<file path="src/hdl/sx_pkg.sv">
package sx_pkg;
  // ------------------------------------------------------------
  // widths and fixed values
  // ------------------------------------------------------------
  localparam int          SX_XLEN        = 32;
  localparam int          SX_NREGS       = 16;
  localparam int          SX_RIDX_W      = 4;
  localparam logic [31:0] SX_WORD_STEP   = 32'h4;
  localparam logic [3:0]  SX_PC_IDX      = 4'hf;
  localparam logic [31:0] SX_STATUS_OK   = 32'h0;
  localparam logic [31:0] SX_STATUS_FAIL = 32'h1;
  localparam int          SX_TBIT_POS    = 0;
  localparam int          SX_WORD_LSB    = 2;
  localparam int          SX_BYTE_MSB    = 7;
  localparam int          SX_HALF_MSB    = 15;

  // ------------------------------------------------------------
  // commands and access sizes
  // ------------------------------------------------------------
  typedef enum logic [2:0] {
    OP_PUSH,
    OP_POP,
    OP_LDEX,
    OP_STEX,
    OP_CLEAR_EXCLUSIVE
  } sx_op_type;

  typedef enum logic [1:0] {
    SZ_WORD,
    SZ_HALF,
    SZ_BYTE
  } sx_size_type;
endpackage

</file>
<file path="src/hdl/sx_mon_if.sv">
`timescale 1ns/100ps
interface sx_mon_if;
  import sx_pkg::*;
  logic        set;
  logic        clr;
  logic        snoop;
  logic [31:0] addr;
  logic [31:0] snoop_addr;
  sx_size_type size;
  logic        hit;
  modport core (output set, clr, snoop, addr, snoop_addr, size, input hit);
  modport mon  (input set, clr, snoop, addr, snoop_addr, size, output hit);
endinterface

</file>
<file path="src/hdl/sx_excl_mon.sv">
`timescale 1ns/100ps
module sx_excl_mon (
  input  wire logic i_mclk,
  input  wire logic i_reset_n,
  sx_mon_if.mon     mon
);
  import sx_pkg::*;

  logic        valid_ff;
  logic        nxt_valid;
  logic [31:0] addr_ff;
  logic [31:0] nxt_addr;
  sx_size_type size_ff;
  sx_size_type nxt_size;
  logic        snoop_hit;

  // ------------------------------------------------------------
  // local monitor
  // ------------------------------------------------------------
  // word granule: any foreign touch of the word breaks the reservation
  assign snoop_hit = mon.snoop &&
                     mon.snoop_addr[31:SX_WORD_LSB] == addr_ff[31:SX_WORD_LSB];
  // a differing address or size simply fails
  assign mon.hit   = valid_ff && mon.addr == addr_ff && mon.size == size_ff;

  always_comb begin
    nxt_valid = valid_ff;
    nxt_addr  = addr_ff;
    nxt_size  = size_ff;
    if (mon.set) begin
      nxt_valid = 1'b1;
      nxt_addr  = mon.addr;
      nxt_size  = mon.size;
    end else if (mon.clr || snoop_hit) begin
      nxt_valid = 1'b0;
    end
  end

  always_ff @(posedge i_mclk or negedge i_reset_n) begin
    if (!i_reset_n) begin
      valid_ff <= 1'b0;
      addr_ff  <= 32'h0;
      size_ff  <= SZ_WORD;
    end else begin
      valid_ff <= nxt_valid;
      addr_ff  <= nxt_addr;
      size_ff  <= nxt_size;
    end
  end

  a_clear_drops: assert property (@(posedge i_mclk) disable iff (!i_reset_n)
    mon.clr && !mon.set |=> !valid_ff)
    else $error("monitor still set after clear");
  a_snoop_drops: assert property (@(posedge i_mclk) disable iff (!i_reset_n)
    snoop_hit && !mon.set |=> !mon.hit)
    else $error("reservation survived foreign access");
endmodule

</file>
<file path="src/hdl/sx_list_scan.sv">
`timescale 1ns/100ps
module sx_list_scan #(
  parameter int N  = 16,
  parameter int IW = 4
) (
  input  wire logic [N-1:0]  i_list,
  output logic      [IW-1:0] o_lo,
  output logic      [IW-1:0] o_hi,
  output logic               o_any
);
  // lowest and highest listed register
  always_comb begin
    o_lo  = '0;
    o_hi  = '0;
    o_any = |i_list;
    for (int i = N - 1; i >= 0; i--) begin
      if (i_list[i]) begin
        o_lo = IW'(i);
      end
    end
    for (int i = 0; i < N; i++) begin
      if (i_list[i]) begin
        o_hi = IW'(i);
      end
    end
  end
endmodule

</file>
<file path="src/hdl/sx_stack_excl.sv">
// Notes on behaviour
// - push stores highest register first, descending addresses
// - pop loads lowest register first, ascending addresses
// - push starts at stack pointer minus four
// - pop starts at stack pointer itself
// - stack pointer ends at lowest/above-highest word
// - popped program counter branches after pop completes
// - popped bit zero sets state bit, halfword target
// - these operations never touch condition flags
// - exclusive loads fetch word, byte or halfword
// - store status zero if stored, one otherwise
// - success means nobody touched the location
// - mismatched store address or size fails, status one
// - after clear, next exclusive store fails
`timescale 1ns/100ps
module sx_stack_excl (
  input  wire logic                i_mclk,
  input  wire logic                i_reset_n,
  input  wire logic                i_cmd_valid,
  input  wire sx_pkg::sx_op_type   i_cmd_op,
  input  wire sx_pkg::sx_size_type i_cmd_size,
  input  wire logic [15:0]         i_reg_list,
  input  wire logic [31:0]         i_sp,
  input  wire logic [31:0]         i_base,
  input  wire logic [31:0]         i_offset,
  input  wire logic [3:0]          i_xfer_reg,
  input  wire logic [3:0]          i_status_reg,
  input  wire logic [31:0]         i_store_data,
  input  wire logic [31:0]         i_rf_rdata,
  input  wire logic                i_mem_ack,
  input  wire logic [31:0]         i_mem_rdata,
  input  wire logic                i_snoop_valid,
  input  wire logic [31:0]         i_snoop_addr,
  output logic                     o_busy,
  output logic                     o_done,
  output logic [3:0]               o_rf_raddr,
  output logic                     o_rf_we,
  output logic [3:0]               o_rf_waddr,
  output logic [31:0]              o_rf_wdata,
  output logic                     o_mem_req,
  output logic                     o_mem_we,
  output logic [31:0]              o_mem_addr,
  output logic [31:0]              o_mem_wdata,
  output sx_pkg::sx_size_type      o_mem_size,
  output logic                     o_sp_we,
  output logic [31:0]              o_sp_wdata,
  output logic                     o_branch,
  output logic [31:0]              o_branch_addr,
  output logic                     o_tbit,
  output logic                     o_flags_we
);
  import sx_pkg::*;

  typedef enum logic [2:0] {
    S_IDLE,
    S_RDREG,
    S_ISSUE,
    S_WAIT,
    S_FIN
  } sx_state_type;

  // ------------------------------------------------------------
  // state
  // ------------------------------------------------------------
  sx_state_type state_ff,    nxt_state;
  sx_op_type    op_ff,       nxt_op;
  sx_size_type  size_ff,     nxt_size;
  logic [15:0]  list_ff,     nxt_list;
  logic [31:0]  addr_ff,     nxt_addr;
  logic [3:0]   cur_ff,      nxt_cur;
  logic [3:0]   xreg_ff,     nxt_xreg;
  logic [3:0]   sreg_ff,     nxt_sreg;
  logic [31:0]  pc_ff,       nxt_pc;
  logic         pc_pend_ff,  nxt_pc_pend;
  logic         busy_ff,     nxt_busy;
  logic         done_ff,     nxt_done;
  logic [3:0]   raddr_ff,    nxt_raddr;
  logic         rf_we_ff,    nxt_rf_we;
  logic [3:0]   rf_waddr_ff, nxt_rf_waddr;
  logic [31:0]  rf_wdata_ff, nxt_rf_wdata;
  logic         req_ff,      nxt_req;
  logic         we_ff,       nxt_we;
  logic [31:0]  wdata_ff,    nxt_wdata;
  sx_size_type  msize_ff,    nxt_msize;
  logic         sp_we_ff,    nxt_sp_we;
  logic [31:0]  sp_wdata_ff, nxt_sp_wdata;
  logic         branch_ff,   nxt_branch;
  logic [31:0]  baddr_ff,    nxt_baddr;
  logic         tbit_ff,     nxt_tbit;
  logic         flags_we_ff;

  logic [3:0]   scan_lo;
  logic [3:0]   scan_hi;
  logic         scan_any;
  logic [15:0]  rest;
  logic         take;
  logic [31:0]  eff_addr;

  sx_mon_if mon_bus ();

  sx_list_scan #(
    .N  (SX_NREGS),
    .IW (SX_RIDX_W)
  ) u_scan (
    .i_list (list_ff),
    .o_lo   (scan_lo),
    .o_hi   (scan_hi),
    .o_any  (scan_any)
  );

  sx_excl_mon u_mon (
    .i_mclk    (i_mclk),
    .i_reset_n (i_reset_n),
    .mon       (mon_bus.mon)
  );

  // ------------------------------------------------------------
  // helpers
  // ------------------------------------------------------------
  function automatic logic [31:0] load_ext(sx_size_type sz, logic [31:0] d);
    logic [31:0] r;
    r = d;
    if (sz == SZ_BYTE) begin
      r = {24'h0, d[SX_BYTE_MSB:0]};
    end else if (sz == SZ_HALF) begin
      r = {16'h0, d[SX_HALF_MSB:0]};
    end
    return r;
  endfunction

  assign take     = i_cmd_valid && state_ff == S_IDLE;
  assign eff_addr = i_base + i_offset;
  assign rest     = list_ff & ~(16'h1 << cur_ff);

  assign mon_bus.addr       = (state_ff == S_IDLE) ? eff_addr : addr_ff;
  assign mon_bus.size       = (state_ff == S_IDLE) ? i_cmd_size : size_ff;
  assign mon_bus.snoop      = i_snoop_valid;
  assign mon_bus.snoop_addr = i_snoop_addr;
  // every exclusive store or clear drops the reservation, pass or fail
  assign mon_bus.clr = take && (i_cmd_op == OP_STEX || i_cmd_op == OP_CLEAR_EXCLUSIVE);
  assign mon_bus.set = state_ff == S_WAIT && i_mem_ack && op_ff == OP_LDEX;

  // ------------------------------------------------------------
  // sequencer
  // ------------------------------------------------------------
  always_comb begin
    nxt_state    = state_ff;
    nxt_op       = op_ff;
    nxt_size     = size_ff;
    nxt_list     = list_ff;
    nxt_addr     = addr_ff;
    nxt_cur      = cur_ff;
    nxt_xreg     = xreg_ff;
    nxt_sreg     = sreg_ff;
    nxt_pc       = pc_ff;
    nxt_pc_pend  = pc_pend_ff;
    nxt_raddr    = raddr_ff;
    nxt_rf_we    = 1'b0;
    nxt_rf_waddr = rf_waddr_ff;
    nxt_rf_wdata = rf_wdata_ff;
    nxt_req      = req_ff;
    nxt_we       = we_ff;
    nxt_wdata    = wdata_ff;
    nxt_msize    = msize_ff;
    nxt_sp_we    = 1'b0;
    nxt_sp_wdata = sp_wdata_ff;
    nxt_branch   = 1'b0;
    nxt_baddr    = baddr_ff;
    nxt_tbit     = tbit_ff;
    nxt_done     = 1'b0;
    case (state_ff)
      S_IDLE: begin
        if (take) begin
          nxt_op      = i_cmd_op;
          nxt_size    = i_cmd_size;
          nxt_list    = i_reg_list;
          nxt_xreg    = i_xfer_reg;
          nxt_sreg    = i_status_reg;
          nxt_pc_pend = 1'b0;
          nxt_state   = S_FIN;
          case (i_cmd_op)
            OP_PUSH: begin
              if (|i_reg_list) begin
                nxt_addr  = i_sp - SX_WORD_STEP;
                nxt_state = S_RDREG;
              end else begin
                nxt_addr = i_sp;
              end
            end
            OP_POP: begin
              nxt_addr = i_sp;
              if (|i_reg_list) begin
                nxt_state = S_ISSUE;
              end
            end
            OP_LDEX: begin
              nxt_addr  = eff_addr;
              nxt_state = S_ISSUE;
            end
            OP_STEX: begin
              nxt_addr = eff_addr;
              if (mon_bus.hit) begin
                nxt_wdata = i_store_data;
                nxt_state = S_ISSUE;
              end else begin
                // no store: memory untouched, status says so
                nxt_rf_we    = 1'b1;
                nxt_rf_waddr = i_status_reg;
                nxt_rf_wdata = SX_STATUS_FAIL;
              end
            end
            default: begin
            end
          endcase
        end
      end
      S_RDREG: begin
        nxt_cur   = scan_hi;
        nxt_raddr = scan_hi;
        nxt_state = S_ISSUE;
      end
      S_ISSUE: begin
        nxt_req   = 1'b1;
        nxt_state = S_WAIT;
        nxt_we    = op_ff == OP_PUSH || op_ff == OP_STEX;
        nxt_msize = (op_ff == OP_PUSH || op_ff == OP_POP) ? SZ_WORD : size_ff;
        if (op_ff == OP_PUSH) begin
          nxt_wdata = i_rf_rdata;
        end
        if (op_ff == OP_POP) begin
          nxt_cur = scan_lo;
        end
      end
      S_WAIT: begin
        if (i_mem_ack) begin
          nxt_req   = 1'b0;
          nxt_we    = 1'b0;
          nxt_state = S_FIN;
          case (op_ff)
            OP_PUSH: begin
              nxt_list = rest;
              if (|rest) begin
                nxt_addr  = addr_ff - SX_WORD_STEP;
                nxt_state = S_RDREG;
              end
            end
            OP_POP: begin
              nxt_list = rest;
              nxt_addr = addr_ff + SX_WORD_STEP;
              if (cur_ff == SX_PC_IDX) begin
                // held back until every load is done
                nxt_pc      = i_mem_rdata;
                nxt_pc_pend = 1'b1;
              end else begin
                nxt_rf_we    = 1'b1;
                nxt_rf_waddr = cur_ff;
                nxt_rf_wdata = i_mem_rdata;
              end
              if (|rest) begin
                nxt_state = S_ISSUE;
              end
            end
            OP_LDEX: begin
              nxt_rf_we    = 1'b1;
              nxt_rf_waddr = xreg_ff;
              nxt_rf_wdata = load_ext(size_ff, i_mem_rdata);
            end
            default: begin
              nxt_rf_we    = 1'b1;
              nxt_rf_waddr = sreg_ff;
              nxt_rf_wdata = SX_STATUS_OK;
            end
          endcase
        end
      end
      S_FIN: begin
        nxt_done  = 1'b1;
        nxt_state = S_IDLE;
        if (op_ff == OP_PUSH || op_ff == OP_POP) begin
          nxt_sp_we    = 1'b1;
          nxt_sp_wdata = addr_ff;
        end
        if (pc_pend_ff) begin
          nxt_branch  = 1'b1;
          nxt_tbit    = pc_ff[SX_TBIT_POS];
          nxt_baddr   = {pc_ff[31:1], 1'b0};
          nxt_pc_pend = 1'b0;
        end
      end
      default: begin
        nxt_state = S_IDLE;
      end
    endcase
    nxt_busy = nxt_state != S_IDLE;
  end

  always_ff @(posedge i_mclk or negedge i_reset_n) begin
    if (!i_reset_n) begin
      state_ff    <= S_IDLE;
      op_ff       <= OP_PUSH;
      size_ff     <= SZ_WORD;
      list_ff     <= 16'h0;
      addr_ff     <= 32'h0;
      cur_ff      <= 4'h0;
      xreg_ff     <= 4'h0;
      sreg_ff     <= 4'h0;
      pc_ff       <= 32'h0;
      pc_pend_ff  <= 1'b0;
      busy_ff     <= 1'b0;
      done_ff     <= 1'b0;
      raddr_ff    <= 4'h0;
      rf_we_ff    <= 1'b0;
      rf_waddr_ff <= 4'h0;
      rf_wdata_ff <= 32'h0;
      req_ff      <= 1'b0;
      we_ff       <= 1'b0;
      wdata_ff    <= 32'h0;
      msize_ff    <= SZ_WORD;
      sp_we_ff    <= 1'b0;
      sp_wdata_ff <= 32'h0;
      branch_ff   <= 1'b0;
      baddr_ff    <= 32'h0;
      tbit_ff     <= 1'b0;
      flags_we_ff <= 1'b0;
    end else begin
      state_ff    <= nxt_state;
      op_ff       <= nxt_op;
      size_ff     <= nxt_size;
      list_ff     <= nxt_list;
      addr_ff     <= nxt_addr;
      cur_ff      <= nxt_cur;
      xreg_ff     <= nxt_xreg;
      sreg_ff     <= nxt_sreg;
      pc_ff       <= nxt_pc;
      pc_pend_ff  <= nxt_pc_pend;
      busy_ff     <= nxt_busy;
      done_ff     <= nxt_done;
      raddr_ff    <= nxt_raddr;
      rf_we_ff    <= nxt_rf_we;
      rf_waddr_ff <= nxt_rf_waddr;
      rf_wdata_ff <= nxt_rf_wdata;
      req_ff      <= nxt_req;
      we_ff       <= nxt_we;
      wdata_ff    <= nxt_wdata;
      msize_ff    <= nxt_msize;
      sp_we_ff    <= nxt_sp_we;
      sp_wdata_ff <= nxt_sp_wdata;
      branch_ff   <= nxt_branch;
      baddr_ff    <= nxt_baddr;
      tbit_ff     <= nxt_tbit;
      flags_we_ff <= 1'b0;
    end
  end

  assign o_busy        = busy_ff;
  assign o_done        = done_ff;
  assign o_rf_raddr    = raddr_ff;
  assign o_rf_we       = rf_we_ff;
  assign o_rf_waddr    = rf_waddr_ff;
  assign o_rf_wdata    = rf_wdata_ff;
  assign o_mem_req     = req_ff;
  assign o_mem_we      = we_ff;
  assign o_mem_addr    = addr_ff;
  assign o_mem_wdata   = wdata_ff;
  assign o_mem_size    = msize_ff;
  assign o_sp_we       = sp_we_ff;
  assign o_sp_wdata    = sp_wdata_ff;
  assign o_branch      = branch_ff;
  assign o_branch_addr = baddr_ff;
  assign o_tbit        = tbit_ff;
  assign o_flags_we    = flags_we_ff;

  // ------------------------------------------------------------
  // checks
  // ------------------------------------------------------------
  logic [31:0] sp_start_ff;
  logic [4:0]  xfer_cnt_ff;

  always_ff @(posedge i_mclk or negedge i_reset_n) begin
    if (!i_reset_n) begin
      sp_start_ff <= 32'h0;
      xfer_cnt_ff <= 5'h0;
    end else if (take) begin
      sp_start_ff <= i_sp;
      xfer_cnt_ff <= 5'h0;
    end else if (state_ff == S_WAIT && i_mem_ack) begin
      xfer_cnt_ff <= xfer_cnt_ff + 5'h1;
    end
  end

  a_push_start: assert property (@(posedge i_mclk) disable iff (!i_reset_n)
    take && i_cmd_op == OP_PUSH && |i_reg_list |=> o_mem_addr == $past(i_sp) - SX_WORD_STEP)
    else $error("push does not start below stack pointer");
  a_pop_start: assert property (@(posedge i_mclk) disable iff (!i_reset_n)
    take && i_cmd_op == OP_POP |=> o_mem_addr == $past(i_sp))
    else $error("pop does not start at stack pointer");
  a_push_descends: assert property (@(posedge i_mclk) disable iff (!i_reset_n)
    state_ff == S_WAIT && i_mem_ack && op_ff == OP_PUSH && |rest
    |=> o_mem_addr == $past(o_mem_addr) - SX_WORD_STEP ##1 o_rf_raddr < $past(cur_ff, 2))
    else $error("push order not descending");
  a_pop_ascends: assert property (@(posedge i_mclk) disable iff (!i_reset_n)
    state_ff == S_WAIT && i_mem_ack && op_ff == OP_POP && |rest
    |=> o_mem_addr == $past(o_mem_addr) + SX_WORD_STEP ##1 cur_ff > $past(cur_ff, 2))
    else $error("pop order not ascending");
  a_sp_final: assert property (@(posedge i_mclk) disable iff (!i_reset_n)
    o_sp_we |-> o_sp_wdata == ((op_ff == OP_PUSH)
      ? sp_start_ff - {25'h0, xfer_cnt_ff, 2'b00}
      : sp_start_ff + {25'h0, xfer_cnt_ff, 2'b00}))
    else $error("stack pointer final value wrong");
  a_branch_last: assert property (@(posedge i_mclk) disable iff (!i_reset_n)
    o_branch |-> o_sp_we && o_done && !o_mem_req && !$past(o_mem_req))
    else $error("branch before pop completed");
  a_branch_tbit: assert property (@(posedge i_mclk) disable iff (!i_reset_n)
    o_branch |-> !o_branch_addr[SX_TBIT_POS] && o_tbit == pc_ff[SX_TBIT_POS])
    else $error("branch target or state bit wrong");
  a_flags_kept: assert property (@(posedge i_mclk) disable iff (!i_reset_n)
    !o_flags_we)
    else $error("condition flags written");
  a_stex_fail: assert property (@(posedge i_mclk) disable iff (!i_reset_n)
    take && i_cmd_op == OP_STEX && !mon_bus.hit
    |=> o_rf_we && o_rf_wdata == SX_STATUS_FAIL && !o_mem_req ##1 !o_mem_req && o_done)
    else $error("failed exclusive store misreported");
  a_stex_pass: assert property (@(posedge i_mclk) disable iff (!i_reset_n)
    o_rf_we && o_rf_wdata == SX_STATUS_OK && op_ff == OP_STEX |-> $past(o_mem_req && o_mem_we))
    else $error("success status without a store");
  a_ldex_width: assert property (@(posedge i_mclk) disable iff (!i_reset_n)
    o_rf_we && op_ff == OP_LDEX && size_ff == SZ_BYTE |-> o_rf_wdata[31:8] == 24'h0)
    else $error("byte exclusive load not zero extended");
endmodule

</file>
<file path="config.mk">
export PLATFORM = sky130hd
export DESIGN_NAME = sx_stack_excl
export DESIGN_NICKNAME = d
export VERILOG_FILES = /design/src/hdl/sx_pkg.sv /design/src/hdl/sx_mon_if.sv /design/src/hdl/sx_excl_mon.sv /design/src/hdl/sx_list_scan.sv /design/src/hdl/sx_stack_excl.sv
export SDC_FILE = /design/constraint.sdc
export NUM_CORES = 1
export LEC_CHECK = 0
export BUFFER_PORTS_ARGS = -buffer_cell sky130_fd_sc_hd__buf_2
export CAP_MARGIN = 20
export CORE_UTILIZATION = 49
export CTS_CLUSTER_SIZE = 14
export DETAILED_ROUTE_END_ITERATION = 12
export MAX_ROUTING_LAYER = met4
export PLACE_DENSITY = 0.82
export SETUP_SLACK_MARGIN = 0.2
export SYNTH_ARGS = -nofsm -noshare
export SYNTH_HDL_FRONTEND = slang
export SYNTH_HIERARCHICAL = 1
export SYNTH_SLANG_ARGS = --single-unit
export TNS_END_PERCENT = 50
</file>
<file path="constraint.sdc">
create_clock -name i_mclk -period 3.9 [get_ports i_mclk]
set_input_delay 0.585 -clock i_mclk [delete_from_list [all_inputs] [get_ports i_mclk]]
set_output_delay 0.585 -clock i_mclk [all_outputs]
set_load 0.02 [all_outputs]
</file>
==> impl_results.md, run 1 <==
* HP Start: i_xfer_reg[0]
* Worst Path Max Fanout at 8
* Most common cell after layout, fill and taps aside: buf_2
* Die W at between 150 and 200 um
* Synth-to-layout area growth at 30.7%
* Post-route DRC at 0
* Max_slew headroom at 33.1%
* GP Congestion at roughly 0.98
* Post-route ant nets at 0
* CP max-delay cell: ha_1
* First drt pass iteration count at 6
* F_max at 222 MHz
* Final WS setup at -609 ps
* Worst Path Arrival at 4990 ps
* FF-to-FF setup slack at 140 ps
* Mapped cell area at 17500 um2
* Failing checks: setup timing
* Overflow after GRT at 0
* Core area at roughly 35000 um2
* Number of fill cells in the layout at about 2800
* Total power at 18.4 mW
* Crit. End Element: flip-flop
* Max VDD drop at 0.527 mV
* # port buffers at 432
* Die height at approximately 190 um
* Starting Density at between 50% and 60%
* CTS tree: built
* Worst r2r src: state_ff[0]
* Avg WL per Cell at ~22 um
* Worst-Skew Late Latency at 610 ps
* Critical path class: input pin to flip-flop
* Clk sinks at 281
* Final number of max-transition violations at 0
* Crit share post-route at 116%
* Clock Tree Root: clkbuf_16
* Via Count at between 15000 and 20000
* RSZ-0062 raised after global routing: yes
* Layout net count at 2734
* Final count of negative-setup-slack endpoints at 72
* Power density over the cells at a little over 800 nW/um2
* Vias in the first global route at 17100
* Reg clk slew, reported paths at about 60 ps
* Post-DR vias/cell at a little under 6
* Syn avg cell area at ~9.4 um2
* Rows at between 60 and 70
* MaxCap Viol Count at 0
* Leakage at 11.2 nW
* Initial antenna violation count at 8
* Detailed router's first-iteration violation count at between 1500 and 2000
* CP dominant cell by count: buf_4
* R2R depth at 16
* Ys Warns at 6
* Hold EP: xreg_ff[0]
* Setup TNS at -36710 ps
* # IOs at ~440
* Setup WS pre-CTS at -1380 ps
* Die area at ~36000 um2
* Max incr delay on CP at around 330 ps
* H-tree Lvls at 1
* Required @ worst endpoint at about 4400 ps
* Min-Delay Path Depth at 3
* Final Hold Viols at 0
* CTS Buf Count at 31
* Dpl hpwl at roughly 46 mm
* CTS max path bufs at 3
* Synth Instances at 1852
* Status: finished with violations
* Share of layout cells above drive strength 1 at between 30% and 40%
* Clock skew at about 23 ps
* Final WL at 62.9 mm
* First-pass GRT wire length at 93.4 mm
* Worst Tran Pin Value at about 1000 ps
* Crit. Startpoint: i_base[1]
* R2r endpoint: o_rf_wdata[25]
* Largest net degree at the start of global routing at between 80 and 90
* CP startpoint kind: input pin
* Tmin final at ~4500 ps
* Worst Hold Class: input pin to flip-flop
* Most frequent cells in the layout: 429 x buf_2, 281 x dfrtp_1, 239 x nand2_1, 177 x buf_4, 135 x mux2_2
* Gr usage total at 34.0%
==> critical path, delay by kind of cell <==
kind	cells	cell delay (ps)
compound gates	10	1970
xor+xnor	2	290
fa+ha+maj	1	330
buf+inv	6	910
simple gates	6	910
==> cell type report <==
type / count / area (um2) / share of cell area, %
antenna: 9 / 22.5 / 0.0986
clock buffer: 44 / 905 / 3.96
clock inverter: 12 / 105 / 0.460
inverter: 31 / 119 / 0.520
multi-input combinational: 1442 / 10200 / 44.8
sequential: 281 / 7030 / 30.8
tap: 455 / 569 / 2.49
timing repair buffer: 627 / 3860 / 16.9
==> report_power, final <==
group          switching, mW  total, mW  internal [mW]
Sequential              1.19       5.15           3.97
Combinational           6.05       10.3           4.27
Clock                   1.26       2.94           1.68
Total                   8.50       18.4           9.91
==> sequential cells by signal, summed over array words and instances, names as in the netlist, 2 cells and up <==
name and cells:
cur_ff 4, list_ff 16, o_branch_addr 31, o_mem_addr 32, o_mem_size 2, o_mem_wdata 32
o_rf_raddr 4, o_rf_waddr 4, o_rf_wdata 32, o_sp_wdata 32, op_ff 3, pc_ff 32
size_ff 2, sreg_ff 4, state_ff 3, u_mon/addr_ff 32, u_mon/size_ff 2, xreg_ff 4
==> per-layer routing <==
layer / track usage, % / wire length, um / vias to the layer above
met2: 57.4 / 30900 / 917
met4: 15.8 / 3270 / 0
met1: 39.7 / 23800 / 8306
li1: - / - / 7871
met5: - / 0 / -
met3: 5.32 / 4910 / 208
==> what timing repair did <==
| action | 4_1_cts | 5_1_grt |
|---|---|---|
| endpoints found under the setup margin | 72 | 73 |
| setup buffers | 5 | 5 |
| cloned | 0 | 6 |
| pin swaps | 29 | 40 |
| resized for setup | 42 | 70 |
| endpoints found under the hold margin | 25 | 0 |
| hold buffers | 1 | 0 |
==> how the worst max path moves through the flow <==
stage / to / slack [ps]
6_report: o_rf_wdata[25] / -610
5_1_grt: o_rf_wdata[19] / -800
4_1_cts: o_busy / -500
3_5_place_dp: o_busy / -1380
3_3_place_gp: o_rf_wdata[13] / -1230
2_1_floorplan: o_rf_wdata[22] / -480
==> stage by stage <==
stage | hold slack [ps] | cells | cell area, um2 | util, %
final | 182 | 2901 | 22900 | 65.7
after global routing | 186 | 2900 | 22800 | 65.7
after CTS | 166 | 2880 | 22400 | 64.4
after detailed placement | 453 | 2818 | 21300 | 61.1
after global placement | 452 | 2818 | 21300 | 61.1
after floorplan | 289 | 1853 | 17600 | -
No activity file was read; power rests on OpenSTA's default activity.
==> inputs of run 2 (changes only) <==
==> constraint.sdc (replaced) <==
create_clock -name i_mclk -period 3.9 [get_ports i_mclk]
set_input_delay 0.585 -clock i_mclk [delete_from_list [all_inputs] [get_ports i_mclk]]
set_output_delay 0.585 -clock i_mclk [all_outputs]
set_load 0.005 [all_outputs]
==> run 2 against run 1 <==
Against the previous run: the flow finishes with violations (hold timing, setup timing); combinational power is 9% lower; die area stayed put; fmax decreased by 0.56%; global-route usage is 0.65 points higher; core utilization shrank 0.65 points; routed wire length up 0.13%; first-iteration DRC count shrank 23%; total power decreased by 5.6%; via count fell by 0.46%; critical path depth is 1 higher; final cell count decreased by 0.48%; register-to-register slack gained 240 ps; largest power group unchanged; highest routed layer unchanged.
==> impl_results.md, run 2 (synthesis results as in run 1) <==
* Status: finished with violations
* Failing checks: hold timing, setup timing
* Overflow after GRT at 0
* Most frequent cells in the layout: 429 x buf_2, 281 x dfrtp_1, 253 x nand2_1, 169 x buf_4, 135 x mux2_2
* # IOs at about 440
* Reg clk slew, reported paths at about 60 ps
* Most common cell after layout, fill and taps aside: buf_2
* Initial antenna violation count at 4
* Final WL at ~63 mm
* Max_slew headroom at 23.7%
* Worst Hold Class: input pin to asynchronous set/reset pin
* RSZ-0062 raised after global routing: yes
* Final Hold Viols at 20
* Crit share post-route at 116%
* Total power at around 17 mW
* Multi-input gate area at slightly above 10000 um2
* Max incr delay on CP at roughly 400 ps
* Rows at 68
* Crit. End Element: flip-flop
* Critical path class: input pin to flip-flop
* Hold slack at -9.05 ps
* CP max-delay cell: o311a_1
* Critical path's top delay family: compound AO/OA/AOI/OAI gates
* Via Count at 17200
* Die W at 191 um
* First drt pass iteration count at 7
* Number of fill cells in the layout at approximately 2800
* Avg WL per Cell at roughly 22 um
* CP startpoint kind: input pin
* Largest net degree at the start of global routing at 80
* Clock Tree Root: clkbuf_16
* Register Area at ~7000 um2
* Dpl hpwl at roughly 47 mm
* CTS max path bufs at 3
* Post-route ant nets at 0
* Power density over the cells at between 700 and 800 nW/um2
* FF-to-FF setup slack at 380 ps
* H-tree Lvls at 1
* First-pass GRT wire length at roughly 95 mm
* Worst Path Max Fanout at 8
* Synth-to-layout area growth at 29.4%
* Core area at ~35000 um2
* GP Congestion at between 0.9 and 1
* Final WS setup at -634 ps
* Layout net count at ~2700
* Vias in the first global route at about 17000
* MaxCap Viol Count at 0
* Post-route DRC at 0
* Clk sinks at ~280
* # port buffers at between 400 and 500
* Final number of max-transition violations at 0
* Leakage at approximately 11 nW
* Clock skew at 16.6 ps
* Tmin final at between 4000 and 5000 ps
* Final count of negative-setup-slack endpoints at 72
* Die area at 36400 um2
* F_max at 221 MHz
* Gr usage total at 34.7%
* Hold buffers post-CTS at 0
* CTS Buf Count at 31
* Starting Density at between 50% and 60%
* Post-DR vias/cell at approximately 6.0
* Worst Path Arrival at roughly 5000 ps
* Max VDD drop at around 0.49 mV
* Required @ worst endpoint at 4380 ps
* Worst Tran Pin Value at 1140 ps
* Detailed router's first-iteration violation count at 1300
* CTS tree: built
* Share of layout cells above drive strength 1 at between 30 and 40%
* WP buf/inv at 6
* Worst-Skew Late Latency at roughly 600 ps
* Die height at 191 um
* Setup TNS at -40170 ps
## run 2: power breakdown
| group | leakage [nW] | total, mW | internal [mW] | switching [mW] |
|---|---|---|---|---|
| Combinational | 6.93 | 9.33 | 4.09 | 5.24 |
| Clock | 0.506 | 2.93 | 1.63 | 1.30 |
| Sequential | 3.64 | 5.12 | 3.96 | 1.16 |
| Total | 11.1 | 17.4 | 9.68 | 7.70 |
## run 2: what timing repair did
item                       4_1_cts  5_1_grt
gates cloned                     1        4
setup endpoints to repair       72       74
gates resized for setup         23       45
pin swaps                       23        9
setup buffers                    8        1
## run 2: worst paths after layout
| check | from | endpoint | depth (start not counted) |
|---|---|---|---|
| max | i_offset[0] | o_rf_wdata[18] | 26 |
| min | i_reset_n | o_sp_wdata[15] | 1 |
| max reg2reg | state_ff[0] | o_rf_wdata[18] | 17 |
| min reg2reg | o_mem_size[1] | o_mem_size[1] | 2 |
| max in group asynchronous | i_reset_n | o_mem_wdata[23] | 2 |
| min in group i_mclk | i_xfer_reg[3] | xreg_ff[3] | 3 |
## run 2: cell type report
| class | instances | area share, % |
|---|---|---|
| inverters | 31 | 0.525 |
| repair buffers | 616 | 16.4 |
| clock buffers | 40 | 3.80 |
| diodes | 4 | 0.0442 |
| clock inverters | 18 | 0.669 |
| flip-flops and latches | 281 | 31.1 |
| well taps | 455 | 2.52 |
| multi-input cells | 1442 | 45.0 |
## run 2: metrics by stage
step / cell area, um2 / std cells / hold slack, ps / worst slack (ps) / util [%]
2_1_floorplan: 17600 / 1853 / 289 / -479 / -
3_3_place_gp: 21200 / 2811 / 452 / -1300 / 60.9
3_5_place_dp: 21200 / 2811 / 463 / -1410 / 60.9
4_1_cts: 22400 / 2878 / 8.61 / -556 / 64.4
5_1_grt: 22600 / 2887 / 24.3 / -863 / 65.0
6_report: 22600 / 2887 / -9.05 / -634 / 65.0
## run 2: per-layer routing
metal	up-vias	part of all wire [%]	global-route usage, %
li1	7858	-	-
met1	8269	37	40.3
met2	899	49	57.8
met3	196	8.3	6.17
met4	0	5.3	17.1
met5	-	0	-
==> inputs of run 3 (changes only) <==
--- a/config.mk
+++ b/config.mk
@@ -5,16 +5,17 @@
 export SDC_FILE = /design/constraint.sdc
 export NUM_CORES = 1
 export LEC_CHECK = 0
+export ABC_AREA = 1
 export BUFFER_PORTS_ARGS = -buffer_cell sky130_fd_sc_hd__buf_2
 export CAP_MARGIN = 20
-export CORE_UTILIZATION = 49
+export CORE_UTILIZATION = 50
 export CTS_CLUSTER_SIZE = 14
 export DETAILED_ROUTE_END_ITERATION = 12
 export MAX_ROUTING_LAYER = met4
-export PLACE_DENSITY = 0.82
+export PLACE_DENSITY = 0.83
+export REMOVE_ABC_BUFFERS = 1
 export SETUP_SLACK_MARGIN = 0.2
 export SYNTH_ARGS = -nofsm -noshare
 export SYNTH_HDL_FRONTEND = slang
 export SYNTH_HIERARCHICAL = 1
 export SYNTH_SLANG_ARGS = --single-unit
-export TNS_END_PERCENT = 50
==> run 3 against run 2 <==
Against the previous run: the run now ends clean; routed wire length up 3.0%; synthesized area up 8.1%; clock power up 10%; final cell count up 32%; clock skew up 2.7 ps; via count up 18%; global-route usage down 1.0 points; sequential cell count unchanged; sequential power down 8.4%; worst hold slack better by 120 ps; combinational power down 8.1%; critical path type unchanged; critical endpoint is now o_mem_wdata[27]; largest cell class unchanged; highest routed layer unchanged.
==> impl_results.md, run 3 <==
* Status: completed
* Clk sinks at between 200 and 300
* Gr usage total at roughly a third
* RSZ-0062 raised after global routing: no
* MaxCap Viol Count at 0
* Share of layout cells above drive strength 1 at around 20%
* Critical path's top delay family: simple AND/OR/NAND/NOR gates
* CP dominant cell by count: nand2_1
* Reg clk slew, reported paths at roughly 60 ps
* Flop pwr share at between 20 and 30%
* Crit. End Element: flip-flop
* Critical path class: input pin to flip-flop
* CTS tree: built
* Max_slew headroom at around 27%
* Most frequent cells in the layout: 1029 x nand2_1, 431 x buf_2, 315 x inv_1, 281 x dfrtp_1, 264 x nor2_1
* Overflow after GRT at 0
* Vias in the first global route at 18600
* Final Hold Viols at 0
* NetSw at 7.66 mW
* Number of fill cells in the layout at between 3000 and 4000
* First drt pass iteration count at 6
* Register Area at roughly 7000 um2
* Detailed router's first-iteration violation count at approximately 1600
* Power density over the cells at about 700 nW/um2
* Clock skew at slightly below 20 ps
* Sw Share at 46.5%
* Clock Power Share at between 10% and 20%
* Ys Warns at 6
* Final WL at 64.9 mm
* Largest net degree at the start of global routing at ~120
* Worst Path Arrival at about 4000 ps
* CP startpoint kind: input pin
* CP max-delay cell: fa_1
* Core area at 36900 um2
* # IOs at roughly 440
* Rows at 70
* GP Congestion at roughly 1.0
* Worst Tran Pin Value at approximately 1100 ps
* Initial antenna violation count at 17
* R2r endpoint: o_mem_wdata[27]
* Via Count at 20400
* Mapped cell area at 18900 um2
* F_max at around 280 MHz
* Logic pwr share at approximately 52%
* Post-route ant nets at 0
* Worst Hold Class: input pin to asynchronous set/reset pin
* Worst r2r src: state_ff[0]
* Worst Path Max Fanout at 32
* Dpl hpwl at 50.4 mm
* Crit share post-route at between 90% and 100%
* WP buf/inv at 4
* Syn avg cell area at a little under 7 um2
* Synth Instances at approximately 2800
* Most common cell after layout, fill and taps aside: nand2_1
* Total power at around 16 mW
* Synth-to-layout area growth at 22.7%
* Internal Pwr Total at slightly below 9 mW
* Worst-Skew Late Latency at 540 ps
* H-tree Lvls at 2
* Final number of max-transition violations at 0
* Post-DR vias/cell at ~5.3
* First-pass GRT wire length at ~99 mm
* Max VDD drop at about 0.57 mV
* Layout net count at between 3000 and 4000
* R2R depth at 20
* Leakage at between 10 and 15 nW
* Die W at between 150 and 200 um
* Starting Density at 51.3%
* Required @ worst endpoint at between 4000 and 5000 ps
* Post-route DRC at 0
* Die area at 38600 um2
* Tmin final at 3540 ps
* FF-to-FF setup slack at ~410 ps
* Max incr delay on CP at between 400 and 500 ps
* Clock Tree Root: clkbuf_16
* # port buffers at 432
* CTS max path bufs at 3
* CTS Buf Count at 34
* Design Area, Final at 23200 um2
* Final count of negative-setup-slack endpoints at 0
* Placed Instance Area at between 20000 and 25000 um2
* Multi-input gate area at approximately 10000 um2
* Avg WL per Cell at 17.0 um
* Die height at between 150 and 200 um
## run 3: worst max-delay path by stage
stage | startpoint | endpoint | slack, ps | depth (start not counted)
2_1_floorplan | state_ff[2] | u_mon/addr_ff[16] | -230 | 7
3_3_place_gp | i_base[0] | o_mem_wdata[25] | -170 | 23
3_5_place_dp | i_base[0] | o_mem_wdata[15] | -260 | 23
4_1_cts | i_base[0] | o_mem_wdata[15] | 290 | 23
5_1_grt | i_base[0] | o_mem_wdata[27] | 150 | 26
6_report | i_base[0] | o_mem_wdata[27] | 360 | 26
## run 3: stage by stage
stage	hold slack (ps)	utilization [%]	worst slack, ps	cells	TNS [ps]
floorplan	289	-	-229	2727	-5630
global placement	443	59.4	-174	3732	-9310
detailed placement	447	59.4	-261	3732	-14040
CTS	154	62.5	293	3792	0
global route	187	62.9	152	3809	0
finish	110	62.9	359	3810	0
## run 3: repair_timing
action | CTS | global route
buffers inserted | 0 | 1
setup endpoints to repair | 0 | 69
gates resized for setup | 0 | 23
hold buffers | 0 | 0
## run 3: cell type report
type | instances | area share, %
Tap cell | 504 | 2.72
Multi-Input combinational cell | 2114 | 44.4
Clock inverter | 9 | 0.448
Inverter | 332 | 5.39
Timing Repair Buffer | 503 | 12.1
Sequential cell | 281 | 30.3
Clock buffer | 51 | 4.51
Antenna cell | 16 | 0.173
## run 3: power by group through the flow
| stage | combinational (mW) | clock [mW] | sequential [mW] |
|---|---|---|---|
| CTS | 8.28 | 3.26 | 4.66 |
| global placement | 8.10 | 0 | 4.67 |
| global route | 9.48 | 3.36 | 4.79 |
| floorplan | 5.19 | 0 | 4.53 |
| finish | 8.57 | 3.23 | 4.69 |
| detailed placement | 8.22 | 0 | 4.70 |
## run 3: per-layer routing
metal  part of all wire, %  GRT usage, %  up-vias
met5                     0             -        -
met4                   5.1          17.2        0
met3                   9.2          6.09      169
met2                    46          53.7      906
met1                    40          40.8     9383
li1                      -             -     9915
